$ cat src/rtl/cag_defs.vh
// Constants for the CPU address generation block.
`ifndef CAG_DEFS_VH
`define CAG_DEFS_VH
`define CAG_PC_MODE_SEQ      3'h0
`define CAG_PC_MODE_REL      3'h1
`define CAG_PC_MODE_ABS      3'h2
`define CAG_PC_MODE_TABLE    3'h3
`define CAG_PC_MODE_PAIR     3'h4
`define CAG_EA_MODE_DIRECT   3'h0
`define CAG_EA_MODE_SHORT    3'h1
`define CAG_EA_MODE_PERIPH   3'h2
`define CAG_EA_MODE_BASED    3'h3
`define CAG_TABLE_BASE       16'h0040
`define CAG_SHORT_HIGH       7'h7F
`define CAG_SHORT_BIT8_LIMIT 8'h20
`define CAG_PERIPH_PAGE      8'hFF
`define CAG_PC_RESET         16'h0000
`define CAG_RAM_PAGE         8'hFE
`define CAG_RAM_START        8'h20
`endif

$ cat src/rtl/cag_addr_gen.v
// Program counter and operand effective address generation.
`timescale 1ns/10ps
`include "cag_defs.vh"
// How it works
// [RULE1] Sequential PC advances by instruction byte count
// [RULE2] Relative branch: next start plus signed displacement
// [RULE3] Short branch and conditional branches use relative
// [RULE4] Absolute call and branch load 16-bit field
// [RULE5] Table call loads destination from 40H-7FH table
// [RULE6] Register branch loads accumulator pair into PC
// [RULE7] Direct address is instruction 16-bit immediate
// [RULE8] Short direct selects within FE20H to FF1FH
// [RULE9] Bit 8 set for fields 00H-1FH only
// [RULE10] RAM FE20H-FEFFH, peripherals FF00H-FF1FH in window
// [RULE11] Word short direct accesses use even addresses; not enforced here, bit 0 of the field passes through unchanged
// [RULE12] Peripheral addressing selects page FF00H to FFFFH
// [RULE13] FF00H-FF1FH reachable by both addressing forms
// [RULE14] Based: zero-extended offset plus base, no carry
// [RULE15] Three-bit code selects one of eight registers
// [RULE16] Short direct high bits ones, low byte unchanged
// [RULE17] Table entry at 40H plus twice index
module cag_addr_gen (
   input  wire        clk_sys_i,
   input  wire        rst_i,
   input  wire        pc_load_i,
   input  wire [2:0]  pc_mode_i,
   input  wire [1:0]  instr_len_i,
   input  wire        branch_taken_i,
   input  wire [7:0]  branch_displacement_i,
   input  wire [15:0] absolute_address_field_i,
   input  wire [7:0]  opcode_i,
   input  wire [15:0] accumulator_pair_i,
   input  wire [15:0] base_pair_i,
   input  wire [2:0]  ea_mode_i,
   input  wire [7:0]  operand_field_i,
   input  wire [63:0] reg_file_i,
   input  wire [2:0]  reg_code_i,
   input  wire [7:0]  mem_rdata_i,
   output reg  [15:0] pc_o,
   output reg  [15:0] ea_o,
   output reg         ea_is_ram_o,
   output reg         ea_is_periph_o,
   output reg  [7:0]  reg_value_o,
   output reg  [15:0] table_addr_o,
   output reg         table_rd_o,
   output reg         busy_o
);
   reg  [15:0] pc_q;
   reg  [15:0] pc_d;
   reg  [2:0]  state_q;
   reg  [7:0]  table_lo_q;
   reg  [15:0] ea_d;
   wire [15:0] next_start;
   wire [15:0] rel_target;
   wire [15:0] table_entry;
   wire [4:0]  table_index_field;
   wire [7:0]  reg_sel;
   reg  [2:0]  state_d;
   wire        table_start;
   wire        table_done;
   wire        pc_direct;
   wire [15:0] table_pc;
   wire        ram_hit;
   wire        periph_hit;

   // One-hot states of the table read sequence.
   localparam ST_IDLE     = 3'h1;
   localparam ST_TABLE_LO = 3'h2;
   localparam ST_TABLE_HI = 3'h4;

   assign next_start = pc_q + {14'h0000, instr_len_i}; // see [RULE1]
   // Sign extension of bit 7 gives the -128 to +127 reach.
   assign rel_target = next_start
                     + {{8{branch_displacement_i[7]}},
                        branch_displacement_i}; // see [RULE2]
   assign table_index_field = opcode_i[5:1];
   assign table_entry = `CAG_TABLE_BASE
                      + {10'h000, table_index_field, 1'h0}; // see [RULE17]

   cag_reg_select u_reg_select (
      .reg_file_i  (reg_file_i),
      .reg_code_i  (reg_code_i),
      .reg_value_o (reg_sel)
   );

   always @* begin
      pc_d = next_start;
      case (pc_mode_i)
         `CAG_PC_MODE_REL: begin
            // Untaken conditional branches fall through.
            if (branch_taken_i) begin
               pc_d = rel_target; // see [RULE3]
            end
         end
         `CAG_PC_MODE_ABS: begin
            pc_d = absolute_address_field_i; // see [RULE4]
         end
         `CAG_PC_MODE_PAIR: begin
            pc_d = accumulator_pair_i; // see [RULE6]
         end
         default: begin
            pc_d = next_start;
         end
      endcase
   end

   always @* begin
      ea_d = absolute_address_field_i; // see [RULE7]
      case (ea_mode_i)
         `CAG_EA_MODE_SHORT: begin
            // Word accesses rely on the core giving an even field.
            ea_d = {`CAG_SHORT_HIGH,
                    (operand_field_i < `CAG_SHORT_BIT8_LIMIT),
                    operand_field_i}; // see [RULE8] [RULE9] [RULE16]
         end
         `CAG_EA_MODE_PERIPH: begin
            ea_d = {`CAG_PERIPH_PAGE, operand_field_i}; // see [RULE12]
         end
         `CAG_EA_MODE_BASED: begin
            ea_d = base_pair_i + {8'h00, operand_field_i}; // see [RULE14]
         end
         default: begin
            ea_d = absolute_address_field_i;
         end
      endcase
   end

   // Loads are taken only while idle. A load that arrives during a
   // table read is dropped, not queued, so the core must repeat it.
   assign table_start = pc_load_i && (state_q == ST_IDLE)
                      && (pc_mode_i == `CAG_PC_MODE_TABLE);
   assign pc_direct   = pc_load_i && (state_q == ST_IDLE)
                      && (pc_mode_i != `CAG_PC_MODE_TABLE);
   assign table_done  = (state_q == ST_TABLE_HI);
   // The high byte is taken straight off the bus in its own cycle.
   assign table_pc    = {mem_rdata_i, table_lo_q}; // see [RULE5]
   assign ram_hit     = (ea_d[15:8] == `CAG_RAM_PAGE)
                      && (ea_d[7:0] >= `CAG_RAM_START); // see [RULE10]
   // Both forms reach FF00H-FF1FH, so the page alone decides.
   assign periph_hit  = (ea_d[15:8] == `CAG_PERIPH_PAGE); // see [RULE13]

   // Two memory cycles fetch the destination, one byte in each.
   always @* begin
      state_d = state_q;
      case (state_q)
         ST_IDLE: begin
            if (table_start) begin
               state_d = ST_TABLE_LO;
            end
         end
         ST_TABLE_LO: begin
            state_d = ST_TABLE_HI;
         end
         ST_TABLE_HI: begin
            state_d = ST_IDLE;
         end
         default: begin
            state_d = ST_IDLE;
         end
      endcase
   end

   always @(posedge clk_sys_i) begin
      if (rst_i) begin
         ea_o           <= 16'h0000;
         ea_is_ram_o    <= 1'h0;
         ea_is_periph_o <= 1'h0;
         reg_value_o    <= 8'h00;
      end else begin
         ea_o           <= ea_d;
         ea_is_ram_o    <= ram_hit; // see [RULE10]
         ea_is_periph_o <= periph_hit; // see [RULE13]
         reg_value_o    <= reg_sel; // see [RULE15]
      end
   end

   always @(posedge clk_sys_i) begin
      if (rst_i) begin
         state_q <= ST_IDLE;
      end else begin
         state_q <= state_d;
      end
   end

   always @(posedge clk_sys_i) begin
      if (rst_i) begin
         table_lo_q   <= 8'h00;
         table_addr_o <= 16'h0000;
         table_rd_o   <= 1'h0;
         busy_o       <= 1'h0;
      end else begin
         case (state_q)
            ST_IDLE: begin
               table_rd_o <= table_start;
               busy_o     <= table_start;
               if (table_start) begin
                  table_addr_o <= table_entry; // see [RULE5]
               end
            end
            ST_TABLE_LO: begin
               // Low byte first: the table entry is little-endian.
               table_lo_q   <= mem_rdata_i;
               table_addr_o <= table_addr_o + 16'h0001;
            end
            ST_TABLE_HI: begin
               table_rd_o <= 1'h0;
               busy_o     <= 1'h0;
            end
            default: begin
               table_rd_o <= 1'h0;
               busy_o     <= 1'h0;
            end
         endcase
      end
   end

   always @(posedge clk_sys_i) begin
      if (rst_i) begin
         pc_q <= `CAG_PC_RESET;
         pc_o <= `CAG_PC_RESET;
      end else if (table_done) begin
         pc_q <= table_pc; // see [RULE5]
         pc_o <= table_pc;
      end else if (pc_direct) begin
         pc_q <= pc_d;
         pc_o <= pc_d;
      end
   end
endmodule // cag_addr_gen

$ cat src/rtl/cag_reg_select.v
// Eight-way general register selector for register operand addressing.
`timescale 1ns/10ps
`include "cag_defs.vh"
module cag_reg_select (
   input  wire [63:0] reg_file_i,
   input  wire [2:0]  reg_code_i,
   output wire [7:0]  reg_value_o
);
   assign reg_value_o = reg_file_i[{reg_code_i, 3'h0} +: 8]; // see [RULE15]
endmodule // cag_reg_select

$ cat config.mk
export PLATFORM = sky130hd
export DESIGN_NAME = cag_addr_gen
export DESIGN_NICKNAME = d
export VERILOG_FILES = /design/src/rtl/cag_addr_gen.v /design/src/rtl/cag_reg_select.v
export VERILOG_INCLUDE_DIRS = /design/src /design/src/rtl
export SDC_FILE = /design/constraint.sdc
export NUM_CORES = 1
export LEC_CHECK = 0
export ABC_AREA = 0
export ABC_CLOCK_PERIOD_IN_PS = 3900
export BUFFER_PORTS_ARGS = -buffer_cell sky130_fd_sc_hd__buf_2
export CORE_MARGIN = 8
export CORE_UTILIZATION = 39
export CTS_BUF_LIST = sky130_fd_sc_hd__clkbuf_8
export DETAILED_ROUTE_END_ITERATION = 8
export GPL_TIMING_DRIVEN = 0
export MAX_ROUTING_LAYER = met4
export PLACE_DENSITY = 0.67
export SYNTH_ARGS = -nofsm -noshare
export SYNTH_HDL_FRONTEND = slang
export SYNTH_SLANG_ARGS = --single-unit
$ cat constraint.sdc
create_clock -name clk_sys_i -period 3.9 [get_ports clk_sys_i]
set_input_delay 0.39 -clock clk_sys_i [delete_from_list [all_inputs] [get_ports clk_sys_i]]
set_output_delay 0.39 -clock clk_sys_i [all_outputs]
set_load 0.02 [all_outputs]
==> results of run 1 <==
flip-flops by register name, summed over array words and instances (netlist names), 3 cells and up:
| signal | count |
|---|---|
| ea_o | 16 |
| pc_q | 16 |
| reg_value_o | 8 |
| state_q | 3 |
| table_addr_o | 16 |
| table_lo_q | 8 |
stage by stage:
stage          setup slack [ns]  cells  power [mW]  cell area, um^2  utilization [%]
4_1_cts                   0.472   1056        2.00             6820             49.9
3_5_place_dp              0.318   1040        1.42             6630             48.5
6_report                  0.480   1059        1.99             6820             49.9
5_1_grt                   0.301   1059        2.09             6820             49.9
3_3_place_gp              0.314   1040        1.41             6630             48.5
2_1_floorplan             0.734    652        1.20             5370                -
path summary, 6_finish.rpt:
check                  from             to  slack, ns  cells past startpoint
min reg2reg   table_lo_q[5]  table_lo_q[5]       0.46                      2
min          mem_rdata_i[7]  table_lo_q[7]       0.30                      3
max                 pc_q[0]       pc_q[15]       0.48                     13
max reg2reg         pc_q[0]       pc_q[15]       0.48                     13
synth_stat cells, types with 4 or more instances:
library cell  number  share of area, %
mux4_2            16               6.7
inv_1             16               1.1
nand2_1           57               4.0
o21a_1             8               1.1
nor3_1            12               1.1
nand3_1           19               1.8
ha_1              29               6.8
nor4_1             5              0.58
o211ai_1           5              0.70
nor2b_1            8              0.93
nand4_1           10               1.2
a221oi_1          14               2.3
a21o_1             7              0.98
dfxtp_1           70                26
a211oi_1          15               2.1
a21oi_1           54               5.0
o221a_2            4              0.84
nand2b_1           4              0.47
o31a_1             5              0.82
clkbuf_1          31               2.2
mux2i_1           13               2.4
a22oi_1            9               1.3
and3_1             8              0.93
o22ai_1            6              0.70
xnor2_1           31               5.1
nor2_1            85               5.9
xor2_1             8               1.3
o21ai_0           26               2.4
and2_1             8              0.93
power by group through the flow:
stage	logic (mW)	clock network, mW	registers (mW)
floorplan	0.366	0	0.829
global placement	0.623	0	0.790
detailed placement	0.626	0	0.791
CTS	0.630	0.590	0.774
global route	0.695	0.617	0.779
finish	0.630	0.580	0.774
worst register-to-register path: cells and delay by family (launching register included):
kind	cells	cell delay (ns)
adder cells (fa/ha/maj)	3	1.05
flip-flops	1	0.33
AND/OR/NAND/NOR	2	0.30
XOR/XNOR	2	0.30
AO/OA/AOI/OAI	6	1.37
placed cells by master, fill, tap and decap left out, types with 8 or more instances in the layout:
master      n
nor3_1     12
nand4_1    10
a21oi_1    54
inv_1      18
nor2b_1     8
and3_1      8
dfxtp_1    70
mux4_2     16
xnor2_1    31
nor2_1     85
ha_1       29
mux2i_1    13
o21ai_0    26
buf_2     211
a22oi_1     9
and2_1      8
xor2_1      8
clkbuf_1   31
nand2_1    57
o21a_1      8
nand3_1    19
a211oi_1   15
clkbuf_8    9
a221oi_1   14
kinds of logic after synthesis:
logic type | share of synthesized area (%)
AO/OA/AOI/OAI | 25.4
XOR/XNOR | 6.36
adder cells (fa/ha/maj) | 7.88
buffers and inverters | 3.99
flip-flops | 26.1
multiplexers | 9.77
AND/OR/NAND/NOR | 20.5
layout make-up:
class	count	area, um^2	area share [%]
tap	180	225	3.30
sequential	70	1400	20.5
clock inverter	7	57.6	0.844
antenna	3	7.51	0.110
clock buffer	9	124	1.82
buffer	37	146	2.15
inverter	18	67.6	0.990
timing repair buffer	208	1040	15.3
multi-input combinational	527	3750	55.0
metal layers:
| metal | vias up | part of all wire, % | track usage, % |
|---|---|---|---|
| met3 | 28 | 6.7 | 3.88 |
| met1 | 2687 | 41 | 25.0 |
| met2 | 257 | 50 | 38.5 |
| li1 | 2868 | - | - |
| met5 | - | 0 | - |
| met4 | 0 | 2.4 | 8.36 |
==> metrics.txt, run 1 <==
Reg clk slew, reported paths=0.08 ns; placer congestion estimate=0.878; Worst Path Max Fanout=5; CP max stage cell=fa_1; post-DR wirelength/cell=18.7 um; Post-layout nets=1062; CTS tree=done; worst vdd ir=0.136 mV; share of cells above drive strength 1=29.9%; CTS Buf Count=9; WS Path Type=flop to flop; Hold WC Path Type=input pin to flop; worst-margin pin slew=0.869 ns; Via Count=5840; Antenna Nets Post-Route=0; sequential area share after synthesis=26.1%; CTS Root Buffer Type=clkbuf_8; number of library cell types mapped by synthesis=69; die width=133 um; Initial Utilization=39.3%; Syn Area/Cell=8.23 um^2; # rows=43; crit end category=flop; Post-synth EDFFs=0; initial antenna violation count=3; ys async rst share=0%; Static Leak=3.00 nW; Core Region=13700 um^2; Worst EP arrival=3.70 ns; Final Max Slew Viols=0; CP Launch Type=flop; via/cell ratio=5.51; largest net degree at the start of global routing=12; Detailed Route WL=19800 um; Layout fillers=1401; clk_skew=0.00967 ns; worst stage delay on the critical path=0.47 ns; drt initial violations=403; first-pass GRT wire length=30700 um; critical-path cell list=ha_1 > fa_1 > nand2_1 > xnor2_1 > ha_1 > a2111oi_4 > o21ai_2 > a41oi_2 > o21ai_2 > o41ai_4 > xnor2_1 > and3_4 > o31ai_2; endpoints failing setup=0; Most used DFF post-synth=dfxtp_1; RSZ-0062 raised after global routing=false; status=completed; Post-CTS Hold Buffers=0; synthesis-to-finish area growth=27.1%; I/O pin count=219; Bufs and invs on worst path=0; PostCTS Resize Cnt=0; H-tree level count=3; Sequential Power Share=39.0%; die height=133 um; Synth Cell Area=5370 um^2; Sw Pwr=0.674 mW; clk buf depth=2; Residual DRC=0; cell family with most CP delay=compound AO/OA/AOI/OAI gates; Syn Nets=843; Max-slew headroom=41.6%; Tmin final=3.42 ns; fin crit share=87.7%; DRT Pass-1 Iters=5; HPWL after detailed placement=16500 um; Max-cap violations=0; Power Density=291 nW/um^2; Fin. Hold Viols=0; worst skew pair latency=0.36 ns; Synthesis Warnings=0; die area=17800 um^2; Synth Register Bits=70; WP data required=4.18 ns; clock power share=29.2%; vias in the first global route=5937; Global Route Usage Sum=22.2%; setup bufs post-CTS=0; total grt overflow=0; fmax=0.292 GHz; Sw Ratio=34.0%; cell count after synthesis=652; final setup TNS=0 ns; CTS Sinks=70; Logic pwr share=31.8%; I/O Buffers=208; Pint=1.31 mW; hold_ws=0.297 ns
(Power assumes the default switching activity.)
==> run 2: changes to the inputs <==
--- a/config.mk
+++ b/config.mk
@@ -15,7 +15,7 @@
 export DETAILED_ROUTE_END_ITERATION = 8
 export GPL_TIMING_DRIVEN = 0
 export MAX_ROUTING_LAYER = met4
-export PLACE_DENSITY = 0.67
+export PLACE_DENSITY = 0.65
 export SYNTH_ARGS = -nofsm -noshare
 export SYNTH_HDL_FRONTEND = slang
 export SYNTH_SLANG_ARGS = --single-unit
==> run 2 against run 1 <==
Effect of this change: non-clock buffer count unchanged; cell count decreased by 0.28%; clock skew decreased by 0.0049 ns; utilization increased by 0.19 points; setup slack got worse by 0.044 ns; sequential cell count unchanged; sequential share of layout area decreased by 0.079 points; via count decreased by 1.1%; first-iteration DRC count increased by 27%; global-route usage increased by 0.28 points; total power increased by 4.4%; clock power increased by 15%; critical endpoint unchanged.
==> metrics.txt, run 2 (synthesis gave the netlist of run 1 again) <==
Post-CTS Hold Buffers=0 (unchanged); Core Region=13700 um^2 (unchanged); Residual DRC=0 (unchanged); Hold WC Path Type=input pin to flop; CTS Root Buffer Type=clkbuf_8; Final Cell Area=6850 um^2 (+0.39%); initial antenna violation count=0 (-3); die area=17800 um^2 (unchanged); Final Max Slew Viols=0 (unchanged); post-DR wirelength/cell=18.8 um (+0.63%); RSZ-0062 raised after global routing=false; Post-layout nets=1062 (unchanged); setup bufs post-CTS=0 (unchanged); placed inst area=6630 um^2 (unchanged); fmax=0.289 GHz (-1.3%); share of cells above drive strength 1=29.9% (unchanged); endpoints failing setup=0 (unchanged); worst skew pair latency=0.36 ns (about the same); WS Path Type=flop to flop; first-pass GRT wire length=31100 um (+1.3%); largest registers=ea_o x16, pc_q x16, table_addr_o x16; diode count=0 (-3); via/cell ratio=5.47 (-0.83%); CTS Sinks=70 (unchanged); synthesis-to-finish area growth=27.6%; fin crit share=88.8% (+1.1 points); total grt overflow=0 (unchanged); Worst Path Max Fanout=5 (unchanged); largest net degree at the start of global routing=12 (unchanged); Power Density=303 nW/um^2 (+4.0%); die width=133 um (unchanged); I/O pin count=219 (unchanged); PostCTS Resize Cnt=0 (unchanged); DRT Pass-1 Iters=8 (+3); CTS Buf Count=9 (unchanged); Static Leak=3.02 nW (+0.45%); CP Launch Type=flop; worst-margin pin slew=0.972 ns (+0.103 ns); register area=1400 um^2 (unchanged); drt initial violations=511 (+27%); fin cells=1056 (-0.28%); Initial Utilization=39.3% (unchanged); status=completed; Fin. Hold Viols=0 (unchanged); I/O Buffers=208 (unchanged); WP data required=4.17 ns (about the same); Max-cap violations=0 (unchanged); Max-slew headroom=34.7% (-6.9 points); Worst R2R Setup Slack=0.44 ns (-0.04 ns); most frequent cells in the layout=buf_2 (211), nor2_1 (85), dfxtp_1 (70); clk_skew=0.00480 ns (-0.00487 ns); # rows=43 (unchanged); Global Route Usage Sum=22.5% (+0.28 points); final setup TNS=0 ns (unchanged); placer congestion estimate=0.880 (+0.21%); CTS tree=done; Detailed Route WL=19800 um (+0.35%); H-tree level count=3 (unchanged); die height=133 um (unchanged); Reg clk slew, reported paths=0.08 ns (about the same); cell total after placement=1040 (unchanged); commonest non-fill, non-tap cell in the layout=buf_2; clk buf depth=2 (unchanged); Layout fillers=1410 (+0.64%); Via Count=5775 (-1.1%); worst vdd ir=0.203 mV (+49%); Worst EP arrival=3.74 ns (+0.04 ns); HPWL after detailed placement=16600 um (+0.64%); Tmin final=3.46 ns (+0.0435 ns); crit end category=flop; Antenna Nets Post-Route=0 (unchanged); multi-input combinational cell area=3750 um^2 (unchanged); vias in the first global route=5985 (+0.81%)
-- run 2: cell types whose count changed in the layout (fill, tap and decap cells not counted) --
cell,change
diode_2,-3
clkinv_2,-2
clkbuf_8,+1
bufinv_16,+1
-- run 2: final timing paths --
path / from / to / depth (start not counted)
worst max register to register: pc_q[0] / pc_q[15] / 13
worst min register to register: table_lo_q[7] / table_lo_q[7] / 2
worst max-delay path: pc_q[0] / pc_q[15] / 13
worst min-delay path: opcode_i[2] / table_addr_o[2] / 3
-- run 2: through the flow --
stage / power [mW] / util (%) / setup slack (ns) / hold WS, ns
detailed placement: 1.42 / 48.5 / 0.254 / 0.451
CTS: 2.08 / 50.1 / 0.409 / 0.284
floorplan: 1.20 / - / 0.734 / 0.432
finish: 2.07 / 50.1 / 0.437 / 0.294
global route: 2.19 / 50.1 / 0.212 / 0.274
global placement: 1.42 / 48.5 / 0.300 / 0.446
-- run 2: where the power goes --
group | total [mW] | switching, mW | internal, mW
combinational | 0.633 | 0.358 | 0.276
clock | 0.665 | 0.294 | 0.371
sequential | 0.775 | 0.0258 | 0.749
total | 2.07 | 0.677 | 1.40
-- run 2: final cells by class --
| class | count | area share, % |
|---|---|---|
| Buffer | 37 | 2.14 |
| Clock buffer | 10 | 2.01 |
| Clock inverter | 6 | 1.13 |
| Inverter | 18 | 0.986 |
| Multi-Input combinational cell | 527 | 54.8 |
| Sequential cell | 70 | 20.5 |
| Tap cell | 180 | 3.29 |
| Timing Repair Buffer | 208 | 15.2 |
-- run 2: worst max-delay path, stage by stage (launching register included) --
cell,delay (ns)
dfxtp_1,0.34
ha_1,0.21
fa_1,0.48
nand2_1,0.12
xnor2_1,0.17
ha_1,0.37
a2111oi_4,0.38
o21ai_2,0.12
a41oi_2,0.30
o21ai_2,0.14
o41ai_4,0.23
xnor2_1,0.13
and3_4,0.19
o31ai_2,0.21
-- run 2: routing by layer --
metal | vias up | share of wire, % | track usage, %
met3 | 22 | 5.9 | 4.78
met2 | 219 | 50 | 38.8
met4 | 0 | 1.8 | 7.05
met1 | 2664 | 42 | 25.5
met5 | - | 0 | -
li1 | 2870 | - | -
